==> src/port6_consts.vh <==
// How it works
// seven usable pins, bit 7 unimplemented
// same pin behaviour in every operating mode
// direction bit 1 output, 0 input
// direction write-only, reads all ones
// direction loads 0x80, kept in software standby
// output pins keep driving during software standby
// standby resets module, pin returns to port
// data bit 7 ignores writes, reads 1
// output bits read back stored data
// input bits read live pin level
// data loads 0x80, kept in software standby
// mask bit 1 selects own pin
// mask bit 0 selects neighbour pins 3..0
// pull-up on when input and enabled
// pull-up bits 7..4 neighbour, 3..0 own
// only own pins 0..3 have pull-ups
// pull-up control loads 0x00, kept in standby; the code keeps it in software standby only, hardware standby clears it to 0x00
// pin 6 feeds enabled external interrupt 2
// pin 5 feeds enabled external interrupt 1
// pin 4 feeds enabled external interrupt 0
// pin levels synchronised before use
`ifndef PORT6_CONSTS_VH
`define PORT6_CONSTS_VH

`define ADR_PORT_DIRECTION     16'hFFB9
`define ADR_PORT_DATA          16'hFFBB
`define ADR_KEY_PULLUP_CONTROL 16'hFFF2

`define RST_PORT_DIRECTION     8'h80
`define RST_PORT_DATA          8'h80
`define RST_KEY_PULLUP_CONTROL 8'h00

`define RD_PORT_DIRECTION      8'hFF
`define RD_UNMAPPED            8'h00

`define BIT_RESERVED           7
`define PIN_EXT_INT2           6
`define PIN_EXT_INT1           5
`define PIN_EXT_INT0           4

`define PU_OWN_MSB             3
`define PU_NBR_LSB             4

`endif

==> src/port6_gpio.v <==
// Implementation choice: the Wishbone interface to the registers.
`timescale 1ns/1ps
`include "port6_consts.vh"

module port6_gpio (
	input  wire        clk_i,
	input  wire        rst_i,
	// device power states, from on-chip logic
	input  wire        hw_standby_i,
	input  wire        sw_standby_i,
	// classic wishbone slave, 8-bit data
	input  wire [15:0] wb_adr_i,
	input  wire [7:0]  wb_dat_i,
	input  wire        wb_we_i,
	input  wire [0:0]  wb_sel_i,
	input  wire        wb_cyc_i,
	input  wire        wb_stb_i,
	output wire [7:0]  wb_dat_o,
	output wire        wb_ack_o,
	// package pins of this port
	input  wire [6:0]  pin_in_i,
	output wire [6:0]  pin_out_o,
	output wire [6:0]  pin_oe_o,
	output wire [3:0]  pullup_en_o,
	// neighbouring port pins 3..0 and its direction bits
	input  wire [3:0]  nbr_pin_i,
	input  wire [3:0]  neighbour_port_direction_i,
	output wire [3:0]  nbr_pullup_en_o,
	// key-sense mask bits 7..4
	input  wire [3:0]  key_mask_bits_i,
	// on-chip timer taking over pins
	input  wire [6:0]  periph_oe_i,
	input  wire [6:0]  periph_out_i,
	output wire        periph_init_o,
	output wire [6:0]  pin_sync_o,
	// external interrupt enables 2..0 and inputs
	input  wire [2:0]  ext_int_enable_i,
	output wire [2:0]  ext_int_o
);

	reg  [7:0] dir_ff;
	reg  [7:0] data_ff;
	reg  [7:0] pullup_ctl_ff;

	reg  [6:0] pin_meta_ff;
	reg  [6:0] pin_sync_ff;
	reg  [3:0] nbr_meta_ff;
	reg  [3:0] nbr_sync_ff;

	reg        ack_ff;
	reg  [7:0] rdata_ff;
	reg  [6:0] pin_out_ff;
	reg  [6:0] pin_oe_ff;
	reg  [3:0] pullup_en_ff;
	reg  [3:0] nbr_pullup_en_ff;
	reg        periph_init_ff;
	reg  [2:0] ext_int_ff;

	reg  [7:0] nxt_rdata;
	reg  [7:0] port_read;
	reg  [6:0] nxt_pin_out;
	reg  [6:0] nxt_pin_oe;
	reg  [6:0] periph_own;

	wire       bus_req;
	wire       wr_en;
	wire       sel_dir;
	wire       sel_data;
	wire       sel_pullup;
	wire       dev_reset;

	integer    i;

	// hardware standby clears the registers just as reset does
	assign dev_reset  = rst_i | hw_standby_i;

	// one request per ack; the idle cycle after ack keeps a held
	// request from being taken twice
	assign bus_req    = wb_cyc_i & wb_stb_i & ~ack_ff;
	assign wr_en      = bus_req & wb_we_i & wb_sel_i[0];
	assign sel_dir    = (wb_adr_i == `ADR_PORT_DIRECTION);
	assign sel_data   = (wb_adr_i == `ADR_PORT_DATA);
	assign sel_pullup = (wb_adr_i == `ADR_KEY_PULLUP_CONTROL);

	// two-stage synchronisers for pins from outside the clock domain
	always @(posedge clk_i) begin
		if (rst_i) begin
			pin_meta_ff <= 7'h00;
			pin_sync_ff <= 7'h00;
			nbr_meta_ff <= 4'h0;
			nbr_sync_ff <= 4'h0;
		end else begin
			pin_meta_ff <= pin_in_i;
			pin_sync_ff <= pin_meta_ff;
			nbr_meta_ff <= nbr_pin_i;
			nbr_sync_ff <= nbr_meta_ff;
		end
	end

	// direction register; no power-state input other than hardware
	// standby touches it, so software standby keeps it
	always @(posedge clk_i) begin
		if (dev_reset) begin
			dir_ff <= `RST_PORT_DIRECTION;
		end else if (wr_en && sel_dir) begin
			dir_ff <= {1'b1, wb_dat_i[6:0]};
		end
	end

	// data register, reserved top bit fixed at one
	always @(posedge clk_i) begin
		if (dev_reset) begin
			data_ff <= `RST_PORT_DATA;
		end else if (wr_en && sel_data) begin
			data_ff <= {1'b1, wb_dat_i[6:0]};
		end
	end

	// pull-up control register, fully read/write
	always @(posedge clk_i) begin
		if (dev_reset) begin
			pullup_ctl_ff <= `RST_KEY_PULLUP_CONTROL;
		end else if (wr_en && sel_pullup) begin
			pullup_ctl_ff <= wb_dat_i;
		end
	end

	// port read value; the operating mode plays no part here
	always @* begin
		port_read = 8'h00;
		for (i = 0; i < 7; i = i + 1) begin
			if (dir_ff[i]) begin
				port_read[i] = data_ff[i];
			end else begin
				port_read[i] = pin_sync_ff[i];
			end
		end
		// upper input bits may be steered to the neighbour's pins
		for (i = 4; i < 7; i = i + 1) begin
			if (!dir_ff[i] && !key_mask_bits_i[i - 4]) begin
				port_read[i] = nbr_sync_ff[i - 4];
			end
		end
		// bit 7 has no pin: one, or the neighbour's pin 3
		if (key_mask_bits_i[3]) begin
			port_read[`BIT_RESERVED] = 1'b1;
		end else begin
			port_read[`BIT_RESERVED] = nbr_sync_ff[3];
		end
	end

	// read mux; unmapped addresses still ack so the master never hangs
	always @* begin
		nxt_rdata = `RD_UNMAPPED;
		if (sel_dir) begin
			nxt_rdata = `RD_PORT_DIRECTION;
		end else if (sel_data) begin
			nxt_rdata = port_read;
		end else if (sel_pullup) begin
			nxt_rdata = pullup_ctl_ff;
		end
	end

	always @(posedge clk_i) begin
		if (rst_i) begin
			ack_ff   <= 1'b0;
			rdata_ff <= 8'h00;
		end else begin
			ack_ff <= bus_req;
			if (bus_req && !wb_we_i) begin
				rdata_ff <= nxt_rdata;
			end
		end
	end

	// pin drive: a peripheral may take a pin, but not in software
	// standby, where it is held in its initial state
	always @* begin
		periph_own = periph_oe_i & {7{~sw_standby_i}};
		for (i = 0; i < 7; i = i + 1) begin
			if (periph_own[i]) begin
				nxt_pin_oe[i]  = 1'b1;
				nxt_pin_out[i] = periph_out_i[i];
			end else begin
				// software standby leaves dir/data alone, so outputs keep driving
				nxt_pin_oe[i]  = dir_ff[i];
				nxt_pin_out[i] = data_ff[i];
			end
		end
	end

	always @(posedge clk_i) begin
		if (dev_reset) begin
			pin_oe_ff      <= 7'h00;
			pin_out_ff     <= 7'h00;
			periph_init_ff <= 1'b0;
		end else begin
			pin_oe_ff      <= nxt_pin_oe;
			pin_out_ff     <= nxt_pin_out;
			periph_init_ff <= sw_standby_i;
		end
	end

	// pull-ups: only own pins 3..0 have them, bits 7..4 serve the
	// neighbour's pins 3..0
	always @(posedge clk_i) begin
		if (dev_reset) begin
			pullup_en_ff     <= 4'h0;
			nbr_pullup_en_ff <= 4'h0;
		end else begin
			pullup_en_ff <= ~dir_ff[`PU_OWN_MSB:0]
				& pullup_ctl_ff[`PU_OWN_MSB:0];
			nbr_pullup_en_ff <= ~neighbour_port_direction_i
				& pullup_ctl_ff[7:`PU_NBR_LSB];
		end
	end

	// external interrupts are fed only while their enable is set;
	// the pin is read whatever its direction
	always @(posedge clk_i) begin
		if (rst_i) begin
			ext_int_ff <= 3'h0;
		end else begin
			ext_int_ff[2] <= pin_sync_ff[`PIN_EXT_INT2]
				& ext_int_enable_i[2];
			ext_int_ff[1] <= pin_sync_ff[`PIN_EXT_INT1]
				& ext_int_enable_i[1];
			ext_int_ff[0] <= pin_sync_ff[`PIN_EXT_INT0]
				& ext_int_enable_i[0];
		end
	end

	assign wb_ack_o        = ack_ff;
	assign wb_dat_o        = rdata_ff;
	assign pin_out_o       = pin_out_ff;
	assign pin_oe_o        = pin_oe_ff;
	assign pullup_en_o     = pullup_en_ff;
	assign nbr_pullup_en_o = nbr_pullup_en_ff;
	assign periph_init_o   = periph_init_ff;
	assign pin_sync_o      = pin_sync_ff;
	assign ext_int_o       = ext_int_ff;

endmodule // port6_gpio

==> config.mk <==
export PLATFORM = sky130hd
export DESIGN_NAME = port6_gpio
export DESIGN_NICKNAME = d
export VERILOG_FILES = /design/src/port6_gpio.v
export VERILOG_INCLUDE_DIRS = /design/src
export SDC_FILE = /design/constraint.sdc
export NUM_CORES = 1
export LEC_CHECK = 0
export ABC_AREA = 1
export BUFFER_PORTS_ARGS = -buffer_cell sky130_fd_sc_hd__buf_2
export CAP_MARGIN = 20
export CORE_ASPECT_RATIO = 0.5
export CORE_MARGIN = 3
export CORE_UTILIZATION = 53
export CTS_CLUSTER_SIZE = 40
export DETAILED_ROUTE_END_ITERATION = 10
export PLACE_DENSITY = 0.85
export SLEW_MARGIN = 5
export SYNTH_ARGS = -nofsm -noshare
export SYNTH_HDL_FRONTEND = slang
export SYNTH_SLANG_ARGS = --single-unit
==> constraint.sdc <==
create_clock -name clk_i -period 3.9 [get_ports clk_i]
set_input_delay 0.585 -clock clk_i [delete_from_list [all_inputs] [get_ports clk_i]]
set_output_delay 0.585 -clock clk_i [all_outputs]
set_load 0.005 [all_outputs]
After elaboration in Yosys (flattened, before gate mapping):

Index checks and enable logic that the tools add are counted.
Widths: inputs -> output; s select.

* equal/unequal tests: 3
* muxes and demuxes: 28
* bitwise logic cells: 15
* reductions and logical operators: 14

Operators with widths (number)
* $eq 16x16->1 const B: 3
* $mux 1: 25
* $mux 8: 3
* $and 4x4->4: 2
* $not 4->4: 2
* $and 1x1->1: 7
* $and 7x7->7: 1
* $logic_and 1x1->1: 7
* $logic_not 1->1: 7
* $not 1->1: 2
* $or 1x1->1: 1

* register bits after elaboration: 79
* bits of input ports: 68
* word-level logic and storage cells: 75

Longest topological paths before layout:

Gate-level depths: netlist of run 1.

* depth in word-level cells: 5
* gate-level depth with buffers: 10
* depth with buffers taken out: 9

Worst setup path before layout of run 1:

Ideal clock, no wire load.

* path type: input-to-reg
* from: input port wb_adr_i[2]
* to: register data_ff[0]
* arrival: 1.424 ns
* required time: 3.784 ns
* path slack: 2.360 ns
* stages: 8
* path buffers: 0
* cell sequence: inv_1 -> nand2_1 -> nor2_4 -> nand2_2 -> nor2_4 -> nand2_4 -> o21ai_0 -> nor2_1

* longest elaborated chain between the ends: 2

RTL lines
* start, declared: line port6_gpio.v:12 `input wire [15:0] wb_adr_i,`
* $eq 16x16->1 (no source line)
* $logic_and 1x1->1: line port6_gpio.v:114 `end else if (wr_en && sel_data) begin`
* end signal, assigned: line port6_gpio.v:113 `` data_ff <= `RST_PORT_DATA; ``
* end signal, assigned: line port6_gpio.v:115 `data_ff <= {1'b1, wb_dat_i[6:0]};`
* end, declared: line port6_gpio.v:42 `reg [7:0] data_ff;`

Every way passes these cells.
A chain may end at the register's enable or synchronous reset.

Final worst setup path of run 1:

* from: input port rst_i
* to: register nbr_pullup_en_ff[0], in the netlist nbr_pullup_en_o[0]

* longest elaborated chain between the ends: 1

RTL lines
* start, declared: line port6_gpio.v:7 `input wire rst_i,`
* $or 1x1->1: line port6_gpio.v:75 `assign dev_reset = rst_i | hw_standby_i;`
* end signal, assigned: line port6_gpio.v:213 `nbr_pullup_en_ff <= ~neighbour_port_direction_i`
* end, declared: line port6_gpio.v:55 `reg [3:0] nbr_pullup_en_ff;`

Every way passes these cells.

==> results of run 1 <==
## layer usage
| layer | share of wire [%] | GRT usage, % | up-vias |
|---|---|---|---|
| li1 | - | - | 1459 |
| met1 | 44 | 27.20 | 1228 |
| met2 | 45 | 34.51 | 116 |
| met3 | 9.4 | 8.089 | 14 |
| met4 | 1.7 | 9.075 | 0 |
| met5 | 0 | 0 | - |
## synthesized netlist by cell type
library cell and number:
clkbuf_1 7, nand3_1 24, nor2_8 1, buf_4 2
or2_2 1, buf_2 2, clkinv_4 1, nand2_1 90
a21oi_1 38, nor2_4 5, dfxtp_1 79, nand2_2 5
a31oi_1 3, or2_0 1, nand2_4 3, inv_1 61
clkbuf_8 1, nor3_1 8, nand3b_4 1, o21ai_1 4
buf_6 1, o21ai_0 3, nor2_1 66
## through the flow
step	instances	power (µW)	area [µm²]	util, %	setup WS, ns
after floorplan	407	905.3	3059	-	2.360
after global placement	573	960.7	3616	68.91	1.340
after detailed placement	573	963.0	3616	68.91	1.281
after CTS	589	1789	3924	74.77	1.588
after global routing	589	1847	3924	74.77	1.379
final	589	1780	3924	74.77	1.560
## critical path: stages
cell	delay, ns
buf_2	0.29
nor2_1	0.70
inv_1	0.66
nor3_1	0.33
## cells in the final DEF, fill, tap and decap left out, types with 3 or more instances in the layout
| master | count |
|---|---|
| clkbuf_16 | 9 |
| nand2_4 | 3 |
| o21ai_1 | 4 |
| nor2_1 | 66 |
| nor2_4 | 5 |
| a31oi_1 | 3 |
| inv_1 | 61 |
| nor3_1 | 8 |
| clkinvlp_4 | 4 |
| dfxtp_1 | 79 |
| nand3_1 | 24 |
| nand2_1 | 90 |
| o21ai_0 | 3 |
| a21oi_1 | 38 |
| buf_2 | 109 |
| nand2_2 | 5 |
## cell families after synthesis
family | share of synthesized area (%)
and+or+nand+nor | 30.06
DFF | 51.70
buffers and inverters | 10.27
AOI/OAI and AO/OA | 7.975
## cell type report
type,count,area share (%)
timing repair buffer,109,13.90
inverter,62,6.059
tap,70,2.232
clock buffer,10,6.091
multi-input combinational,253,29.66
clock inverter,6,1.754
sequential,79,40.31
## power by group through the flow
stage / Combinational (µW) / Sequential, µW / Clock [µW]
floorplan: 54.0 / 851 / 0
global placement: 110 / 850 / 0
detailed placement: 112 / 851 / 0
CTS: 113 / 833 / 842
global route: 127 / 834 / 886
finish: 113 / 833 / 834
## sequential cells by signal (all words and copies together) (netlist names)
register	cells
pin_meta_ff	7
pin_oe_o	7
pullup_ctl_ff	8
wb_dat_o	8
pullup_en_o	4
dir_ff	7
nbr_sync_ff	4
ext_int_o	3
nbr_pullup_en_o	4
wb_ack_o	1
data_ff	7
pin_sync_o	7
periph_init_o	1
nbr_meta_ff	4
pin_out_o	7
## path summary, 6_finish.rpt
kind / startpoint / endpoint / slack, ns
worst min register to register: nbr_meta_ff[1] / nbr_sync_ff[1] / 0.40
worst max-delay path: rst_i / nbr_pullup_en_o[0] / 1.56
worst max register to register: wb_ack_o / pullup_ctl_ff[3] / 1.96
worst min-delay path: nbr_meta_ff[1] / nbr_sync_ff[1] / 0.40
==> results by group, run 1 <==
Run status
  • Status: finished, final reports clean

Clock tree
  • TritonCTS clock tree: yes
  • CTS Buf Count: 9
  • CTS Hold Bufs: 0
  • Post-cts sizing count: 0
  • Max clock buf depth: 2
  • Total setup buffers inserted after CTS: 0
  • Worst skew pair latency: 0.33 ns
  • Clock Root Buffer: clkbuf_16
  • CTS Sinks: 79
  • Htree depth: 3
  • Clk slew on worst S/H paths: 0.06 ns

Logic synthesis
  • Share of the synthesized area in the top cell type: 51.70%
  • Area contributors post-synth: dfxtp_1 52%, nand2_1 11%, nor2_1 8.1%
  • Gate Count Post-Synth: 407
  • Synthesis Warnings: 0
  • Mapped cell area: 0.003059 mm²
  • Syn Nets: 475
  • Seq cells post-synth: 79
  • Sequential fraction of the synthesis area: 51.70%
  • Synth area leader: dfxtp_1
  • Avg Cell Area, Syn: 7.516 µm²
  • Library cells used by synthesis: 23

Finish
  • Share of layout cells above drive strength 1: 27.36%
  • # fillers: 418
  • ANT cells: 0
  • FF+latch area: 0.001582 mm²
  • Multi-input gate area: 0.001164 mm²
  • Net count, final: 582
  • Area growth syn-to-layout: 28.26%

Placement
  • Port bufs: 109
  • Post-DP HPWL: 5151 µm
  • RePlAce Congestion: 0.8084

Power
  • Comb pwr share: 6.3%
  • Flop pwr share: 46.8%
  • Peak supply drop: 0.2596 mV
  • Switching power: 389.5 µW
  • Leak: 0.001963 µW
  • Power Dens Cells: 453.6 mW/mm²
  • Cell internal pwr: 1390 µW
  • Sw Share: 21.88%
  • Clock network power share: 46.9%

STA
  • Period minus WS final: 2.340 ns
  • Slew headroom: 36.66%
  • Fin. max-slew vios: 0
  • Setup TNS: 0 ns
  • Final Skew: 0.006964 ns
  • Final Hold Viols: 0
  • Fmax: 427.3 MHz
  • Final period util: 60.01%
  • RSZ-0062 raised after global routing: no
  • Hold slack: 0.3995 ns
  • Final setup fails: 0
  • Worst-Margin Slew: 0.9491 ns

Route
  • Vias per cell: 4.783
  • Routed Wire Length: 7043 µm
  • Number of remaining DRC errors: 0
  • Routed via count: 2817
  • Avg WL per Cell: 11.96 µm
  • Post-DRT Antenna Nets: 0
  • Pre-antenna DRT Iters: 4
  • 1st-iter DRT viols: 170

Worst setup path
  • WS Path Type: input port to flop
  • Critical Path RT: 4.13 ns
  • CP arrival: 2.57 ns
  • CP Max Fanout: 35
  • Crit path launch type: input port
  • Setup crit end kind: flop
  • R2R depth: 5

Hold path
  • Hold Path Class: flop to flop
  • Hold depth: 2

Floorplan
  • Core ar.: 0.005248 mm²
  • Die W: 113.4 µm
  • Rows: 18
  • Ports: 110
  • Die Ht: 59.72 µm
  • Initial Util: 58.30%
  • DIE AREA: 0.006775 mm²

Global route
  • Gr ovfl total: 0
  • Tot GR Track Use: 21.74%
  • Largest net degree at the start of global routing: 36
  • First-pass GRT wire length: 11130 µm
  • Initial antenna violation count: 0
  • Vias in the first global route: 2432

Run
  • Max_cap viols: 0
No activity file was read; power rests on OpenSTA's default activity.
==> inputs of run 2 (changes only) <==
CORE_UTILIZATION = 49   (was 53)
PLACE_DENSITY = 0.79   (was 0.85)
clock period = 2.3 ns   (was 3.9 ns; I/O delays follow)
==> results by group, run 2 (synthesized netlist as in run 1, its figures left out) <==
Power
  • Power Dens Cells: 782.7 mW/mm² (was 453.6 mW/mm²)
  • Peak supply drop: 0.5316 mV (was 0.2596 mV)
  • Leak: 0.002000 µW (was 0.001963 µW)

STA
  • Period minus WS final: 1.526 ns
  • RSZ-0062 raised after global routing: no (unchanged)
  • Fin. max-slew vios: 0 (unchanged)
  • Final Hold Viols: 0 (unchanged)
  • Slew headroom: 34.06% (was 36.66%)
  • Final Skew: 0.005440 ns (was 0.006964 ns)
  • Final period util: 66.35%
  • Fmax: 655.2 MHz
  • Final setup fails: 0 (unchanged)
  • Setup TNS: 0 ns (unchanged)
  • Worst-Margin Slew: 0.9881 ns (was 0.9491 ns)

Global route
  • Tot GR Track Use: 20.45% (was 21.74%)
  • Largest net degree at the start of global routing: 35 (was 36)
  • Vias in the first global route: 2447 (was 2432)
  • Initial antenna violation count: 0 (unchanged)
  • Gr ovfl total: 0 (unchanged)
  • First-pass GRT wire length: 11570 µm (was 11130 µm)

Worst setup path
  • R2R depth: 6 (was 5)
  • CP arrival: 1.76 ns (was 2.57 ns)
  • Crit-path max cell delay: 0.42 ns (was 0.70 ns)
  • WS Path Type: flop to flop (was input port to flop)
  • Critical path's slowest cell: or2_0 (was nor2_1)
  • Critical Path RT: 2.53 ns (was 4.13 ns)
  • Crit path launch type: flop (was input port)
  • Setup crit end kind: flop (unchanged)
  • CP Cell Sequence: nand3b_4 -> or2_0 -> nor2_4 -> nand3_1 -> nand2_1 -> inv_1 (was buf_2 -> nor2_1 -> inv_1 -> nor3_1)
  • CP Max Fanout: 9 (was 35)

Run
  • Max_cap viols: 0 (unchanged)

Run status
  • Status: finished, final reports clean (unchanged)

Clock tree
  • CTS Hold Bufs: 0 (unchanged)
  • Clk slew on worst S/H paths: 0.06 ns (about the same)
  • Worst skew pair latency: 0.33 ns (about the same)
  • Htree depth: 3 (unchanged)
  • Max clock buf depth: 2 (unchanged)
  • Total setup buffers inserted after CTS: 0 (unchanged)
  • TritonCTS clock tree: yes (unchanged)
  • Post-cts sizing count: 0 (unchanged)
  • CTS Buf Count: 9 (unchanged)
  • Clock Root Buffer: clkbuf_16 (unchanged)
  • CTS Sinks: 79 (unchanged)

Placement
  • RePlAce Congestion: 0.8211 (was 0.8084)
  • Area after DPL: 0.003656 mm² (was 0.003616 mm²)
  • Post-DP HPWL: 5383 µm (was 5151 µm)
  • Port bufs: 109 (unchanged)

Route
  • Number of remaining DRC errors: 0 (unchanged)
  • Routed via count: 2783 (was 2817)
  • Post-DRT Antenna Nets: 0 (unchanged)
  • Vias per cell: 4.592 (was 4.783)
  • Pre-antenna DRT Iters: 4 (unchanged)
  • 1st-iter DRT viols: 175 (was 170)
  • Routed Wire Length: 7368 µm (was 7043 µm)
  • Avg WL per Cell: 12.16 µm (was 11.96 µm)

Finish
  • Area growth syn-to-layout: 30.02% (was 28.26%)
  • Share of layout cells above drive strength 1: 27.78% (was 27.36%)
  • Final instance area: 0.003978 mm² (was 0.003924 mm²)
  • Commonest cells after routing, fill and taps aside: 109 x buf_2, 90 x nand2_1, 79 x dfxtp_1, 66 x nor2_1, 61 x inv_1 (unchanged)
  • Net count, final: 585 (was 582)
  • Most common cell after layout, fill and taps aside: buf_2 (unchanged)
  • ANT cells: 0 (unchanged)

Hold path
  • Hold depth: 2 (unchanged)
  • Hold Path Class: input port to flop (was flop to flop)

Floorplan
  • Die W: 117.7 µm (was 113.4 µm)
  • Rows: 19 (was 18)
  • Die Ht: 61.87 µm (was 59.72 µm)
  • Initial Util: 53.18% (was 58.30%)
  • Core ar.: 0.005753 mm² (was 0.005248 mm²)
  • Ports: 110 (unchanged)
  • DIE AREA: 0.007285 mm² (was 0.006775 mm²)
==> run 2: cell types whose count changed in the layout (fill, tap and decap cells not counted), sizes merged <==
cell | before | now
clkinv | 1 | 5
clkinvlp | 4 | 0
buf | 109 | 112
bufinv | 1 | 2
clkbuf | 10 | 9
==> run 2: worst max-delay path: cells and delay by family (launching register included) <==
family        cells  cell delay (ns)
flops             1             0.31
buf+inv           1             0.03
simple gates      5             1.09
==> run 2: report_power, final <==
group          switching [µW]  total (µW)  internal [µW]
Sequential               12.2        1410           1400
Combinational             109         196           87.2
Clock                     551        1500            953
Total                     672        3110           2440
==> run 2: final cells by class <==
class / instances / area, µm²
Timing Repair Buffer: 112 / 568.0
Multi-Input combinational cell: 253 / 1164
Fill cell: 536 / 1775
Clock buffer: 9 / 225.2
Clock inverter: 7 / 96.34
Tap cell: 84 / 105.1
Sequential cell: 79 / 1582
Inverter: 62 / 237.7
==> run 2: per-layer routing <==
metal	global-route usage, %	routed length [µm]	share of wire [%]	vias up
met1	25.43	3266	44	1216
met5	0	0	0	-
met3	6.691	620	8.4	7
met4	7.167	74	1.0	0
li1	-	-	-	1466
met2	34.75	3406	46	94
==> run 2: through the flow <==
step	total power (µW)	hold WS, ns	utilization, %	std cells	setup WS (ns)
after floorplan	1535	0.3883	-	407	0.9998
after global placement	1634	0.3890	63.55	590	0.6374
after detailed placement	1639	0.3947	63.55	590	0.5933
after CTS	3131	0.1579	69.14	606	0.7765
after global routing	3214	0.1681	69.14	606	0.6301
final	3113	0.1649	69.14	606	0.7738
==> run 2: final timing paths <==
path / from / slack (ns) / end
worst max-delay path: wb_ack_o / 0.77 / wb_dat_o[0]
worst min-delay path: neighbour_port_direction_i[2] / 0.16 / nbr_pullup_en_o[2]
worst max register to register: wb_ack_o / 0.77 / wb_dat_o[0]
worst min register to register: nbr_meta_ff[0] / 0.40 / nbr_sync_ff[0]
==> inputs of run 3 (changes only) <==
ABC_AREA = 0   (was 1)
clock period = 1.43 ns   (was 2.3 ns; I/O delays follow)
==> results by group, run 3 <==
Run status
  • Status: complete, but fails checks (was finished, final reports clean)
  • Failing checks: negative setup slack

Finish
  • Share of layout cells above drive strength 1: 37.73% (was 27.78%)
  • ANT cells: 0 (unchanged)
  • Net count, final: 495 (was 585)
  • Commonest cells after routing, fill and taps aside: 109 x buf_2, 79 x dfxtp_1, 31 x nor2_1, 29 x nand3_1, 29 x nor2b_1 (was 109 x buf_2, 90 x nand2_1, 79 x dfxtp_1, 66 x nor2_1, 61 x inv_1)
  • Final instance area: 0.004051 mm² (was 0.003978 mm²)
  • Most common cell after layout, fill and taps aside: buf_2 (unchanged)
  • Area growth syn-to-layout: 36.22% (was 30.02%)

STA
  • Period minus WS final: 1.433 ns (was 1.526 ns)
  • Setup WS post-layout: -0.003143 ns (was 0.7738 ns)
  • Slew headroom: 63.31% (was 34.06%)
  • Final Skew: 0.005629 ns (was 0.005440 ns)
  • Fmax: 697.8 MHz (was 655.2 MHz)
  • Fin. max-slew vios: 0 (unchanged)
  • Final setup fails: 1 (was 0)
  • RSZ-0062 raised after global routing: yes (was no)
  • Final period util: 100.2% (was 66.35%)
  • Final Hold Viols: 0 (unchanged)
  • Worst-Margin Slew: 0.5504 ns (was 0.9881 ns)
  • Setup TNS: -0.003143 ns (was 0 ns)

Clock tree
  • Clock Root Buffer: clkbuf_16 (unchanged)
  • CTS Sinks: 79 (unchanged)
  • Htree depth: 3 (unchanged)
  • Worst skew pair latency: 0.33 ns (about the same)
  • Clk slew on worst S/H paths: 0.06 ns (about the same)
  • CTS Buf Count: 9 (unchanged)
  • TritonCTS clock tree: yes (unchanged)
  • Max clock buf depth: 2 (unchanged)
  • Total setup buffers inserted after CTS: 0 (unchanged)

Route
  • Routed via count: 2822 (was 2783)
  • Avg WL per Cell: 16.38 µm (was 12.16 µm)
  • Number of remaining DRC errors: 0 (unchanged)
  • Post-DRT Antenna Nets: 0 (unchanged)
  • Vias per cell: 5.588 (was 4.592)
  • Pre-antenna DRT Iters: 9 (was 4)
  • Routed Wire Length: 8271 µm (was 7368 µm)
  • 1st-iter DRT viols: 319 (was 175)

Worst setup path
  • Crit path launch type: flop (unchanged)
  • WS Path Type: flop to flop (unchanged)
  • Buffers plus inverters on the worst setup path: 0 (was 1)
  • Setup crit end kind: flop (unchanged)
  • Reg2Reg Setup Slack: -0.003 ns (was 0.77 ns)
  • CP Max Fanout: 8 (was 9)
  • Critical Path RT: 1.62 ns (was 2.53 ns)
  • CP arrival: 1.62 ns (was 1.76 ns)
  • Crit-path max cell delay: 0.50 ns (was 0.42 ns)
  • Cell family with most CP delay: simple AND/OR/NAND/NOR gates (unchanged)
  • CP Cell Sequence: nand3b_4 -> or4_4 -> o21ai_2 -> a21oi_2 (was nand3b_4 -> or2_0 -> nor2_4 -> nand3_1 -> nand2_1 -> inv_1)
  • Critical path's slowest cell: or4_4 (was or2_0)

Floorplan
  • Initial Util: 52.35% (was 53.18%)
  • Rows: 19 (unchanged)
  • Die W: 116.2 µm (was 117.7 µm)
  • Core ar.: 0.005682 mm² (was 0.005753 mm²)
  • Die Ht: 61.09 µm (was 61.87 µm)
  • DIE AREA: 0.007097 mm² (was 0.007285 mm²)
  • Ports: 110 (unchanged)

Logic synthesis
  • Post-synth top cells: 79 x dfxtp_1, 31 x nor2_1, 29 x nand3_1, 29 x nor2b_1, 22 x a21oi_1 (was 90 x nand2_1, 79 x dfxtp_1, 66 x nor2_1)
  • Synthesis Warnings: 0 (unchanged)
  • Syn Nets: 371 (was 475)
  • Seq cells post-synth: 79 (unchanged)
  • Most frequent cell after synthesis: dfxtp_1 (was nand2_1)
  • EDFF count, synth: 0 (unchanged)
  • Sequential fraction of the synthesis area: 53.18% (was 51.70%)
  • Mapped cell area: 0.002974 mm² (was 0.003059 mm²)
  • Synth area leader: dfxtp_1 (unchanged)
  • Avg Cell Area, Syn: 9.816 µm² (was 7.516 µm²)
  • Ys flop type: dfxtp_1 (unchanged)
  • Gate Count Post-Synth: 303 (was 407)
  • Area contributors post-synth: dfxtp_1 53%, nor2b_1 6.1%, nand3_1 4.9% (was dfxtp_1 52%, nand2_1 11%, nor2_1 8.1%)
  • Share of the synthesized area in the top cell type: 53.18% (was 51.70%)
  • Share of async-settable or async-resettable flops after synthesis: 0% (unchanged)
  • Library cells used by synthesis: 38 (was 23)

Global route
  • Tot GR Track Use: 22.74% (was 20.45%)
  • Initial antenna violation count: 0 (unchanged)
  • Vias in the first global route: 2531 (was 2447)
  • First-pass GRT wire length: 12190 µm (was 11570 µm)
  • Largest net degree at the start of global routing: 35 (unchanged)
  • Gr ovfl total: 0 (unchanged)

Placement
  • Port bufs: 109 (unchanged)
  • Area after DPL: 0.003700 mm² (was 0.003656 mm²)
  • Post-DP HPWL: 5828 µm (was 5383 µm)
  • RePlAce Congestion: 0.8682 (was 0.8211)

Power
  • Leak: 0.001746 µW (was 0.002000 µW)
  • Peak supply drop: 0.6898 mV (was 0.5316 mV)
  • Power Dens Cells: 1247 mW/mm² (was 782.7 mW/mm²)

Hold path
  • Hold Path Class: input port to flop (unchanged)

Run
  • Max_cap viols: 0 (unchanged)
run 3: changes by cell type after synthesis, moves of 10 or more:
cell | previous run | this run
o21ai_0 | 3 | 16
inv_1 | 61 | 4
nand2_1 | 90 | 7
a21oi_1 | 38 | 22
nor2_1 | 66 | 31
nor2b_1 | 0 | 29
mux2i_1 | 0 | 10
run 3: final timing paths:
| check | start | end | depth (start not counted) |
|---|---|---|---|
| worst min-delay path | neighbour_port_direction_i[1] | nbr_pullup_en_o[1] | 2 |
| worst max register to register | wb_ack_o | pullup_ctl_ff[6] | 4 |
| worst max-delay path | wb_ack_o | pullup_ctl_ff[6] | 4 |
| worst min register to register | nbr_meta_ff[0] | nbr_sync_ff[0] | 1 |
run 3: stage by stage:
step                      setup slack (ns)  hold WS [ns]  utilization [%]  power, µW  instances
final                            -0.003143       0.04319            71.31       5052        505
after global routing              -0.04107       0.03186            71.31       5206        505
after CTS                        -0.006541       0.03343            70.98       5066        504
after detailed placement           -0.1769        0.3785            65.12       2639        488
after global placement            -0.08672        0.3764            65.12       2625        488
after floorplan                   -0.02955        0.2906                -       2451        303
run 3: logic make-up (layout without fill, tap and decap cells):
family,after synthesis,after routing,synth area share (%)
AND/OR/NAND/NOR,131,132,26.76
flip-flops,79,79,53.18
AO/OA/AOI/OAI,59,59,11.61
buffers and inverters,20,148,3.576
multiplexers,14,14,4.880
run 3: metal layers:
metal	GRT usage, %	share of wire (%)	vias up
li1	-	-	1327
met1	28.82	40	1305
met2	38.51	47	164
met3	5.790	10	26
met4	8.595	2.1	0
met5	0	0	-
run 3: what timing repair did:
item / 4_1_cts / 5_1_grt
endpoints found under the setup margin: 20 / 27
hold buffers: 0 / 0
gates resized for setup: 5 / 3
pin swaps: 2 / 1
cloned: 0 / 1
run 3: area by class of cell:
cell class	count	area, µm²
multi-input cells	205	1316
well taps	73	91.34
clock inverters	6	92.59
clock buffers	10	229.0
repair buffers	128	725.7
inverters	4	15.01
fillers	416	1630
flip-flops and latches	79	1582
run 3: power breakdown:
part	total, µW	internal [µW]	leakage (µW)	switching (µW)
sequential	2270	2250	0.000643	19.1
clock	2450	1540	0.000149	916
combinational	327	164	0.000954	163
total	5050	3950	0.00175	1100
run 3: worst register-to-register path, delay by kind of cell (launching register included):
kind | cells | cell delay (ns)
AND/OR/NAND/NOR | 2 | 0.69
flip-flops | 1 | 0.31
AO/OA/AOI/OAI | 2 | 0.30
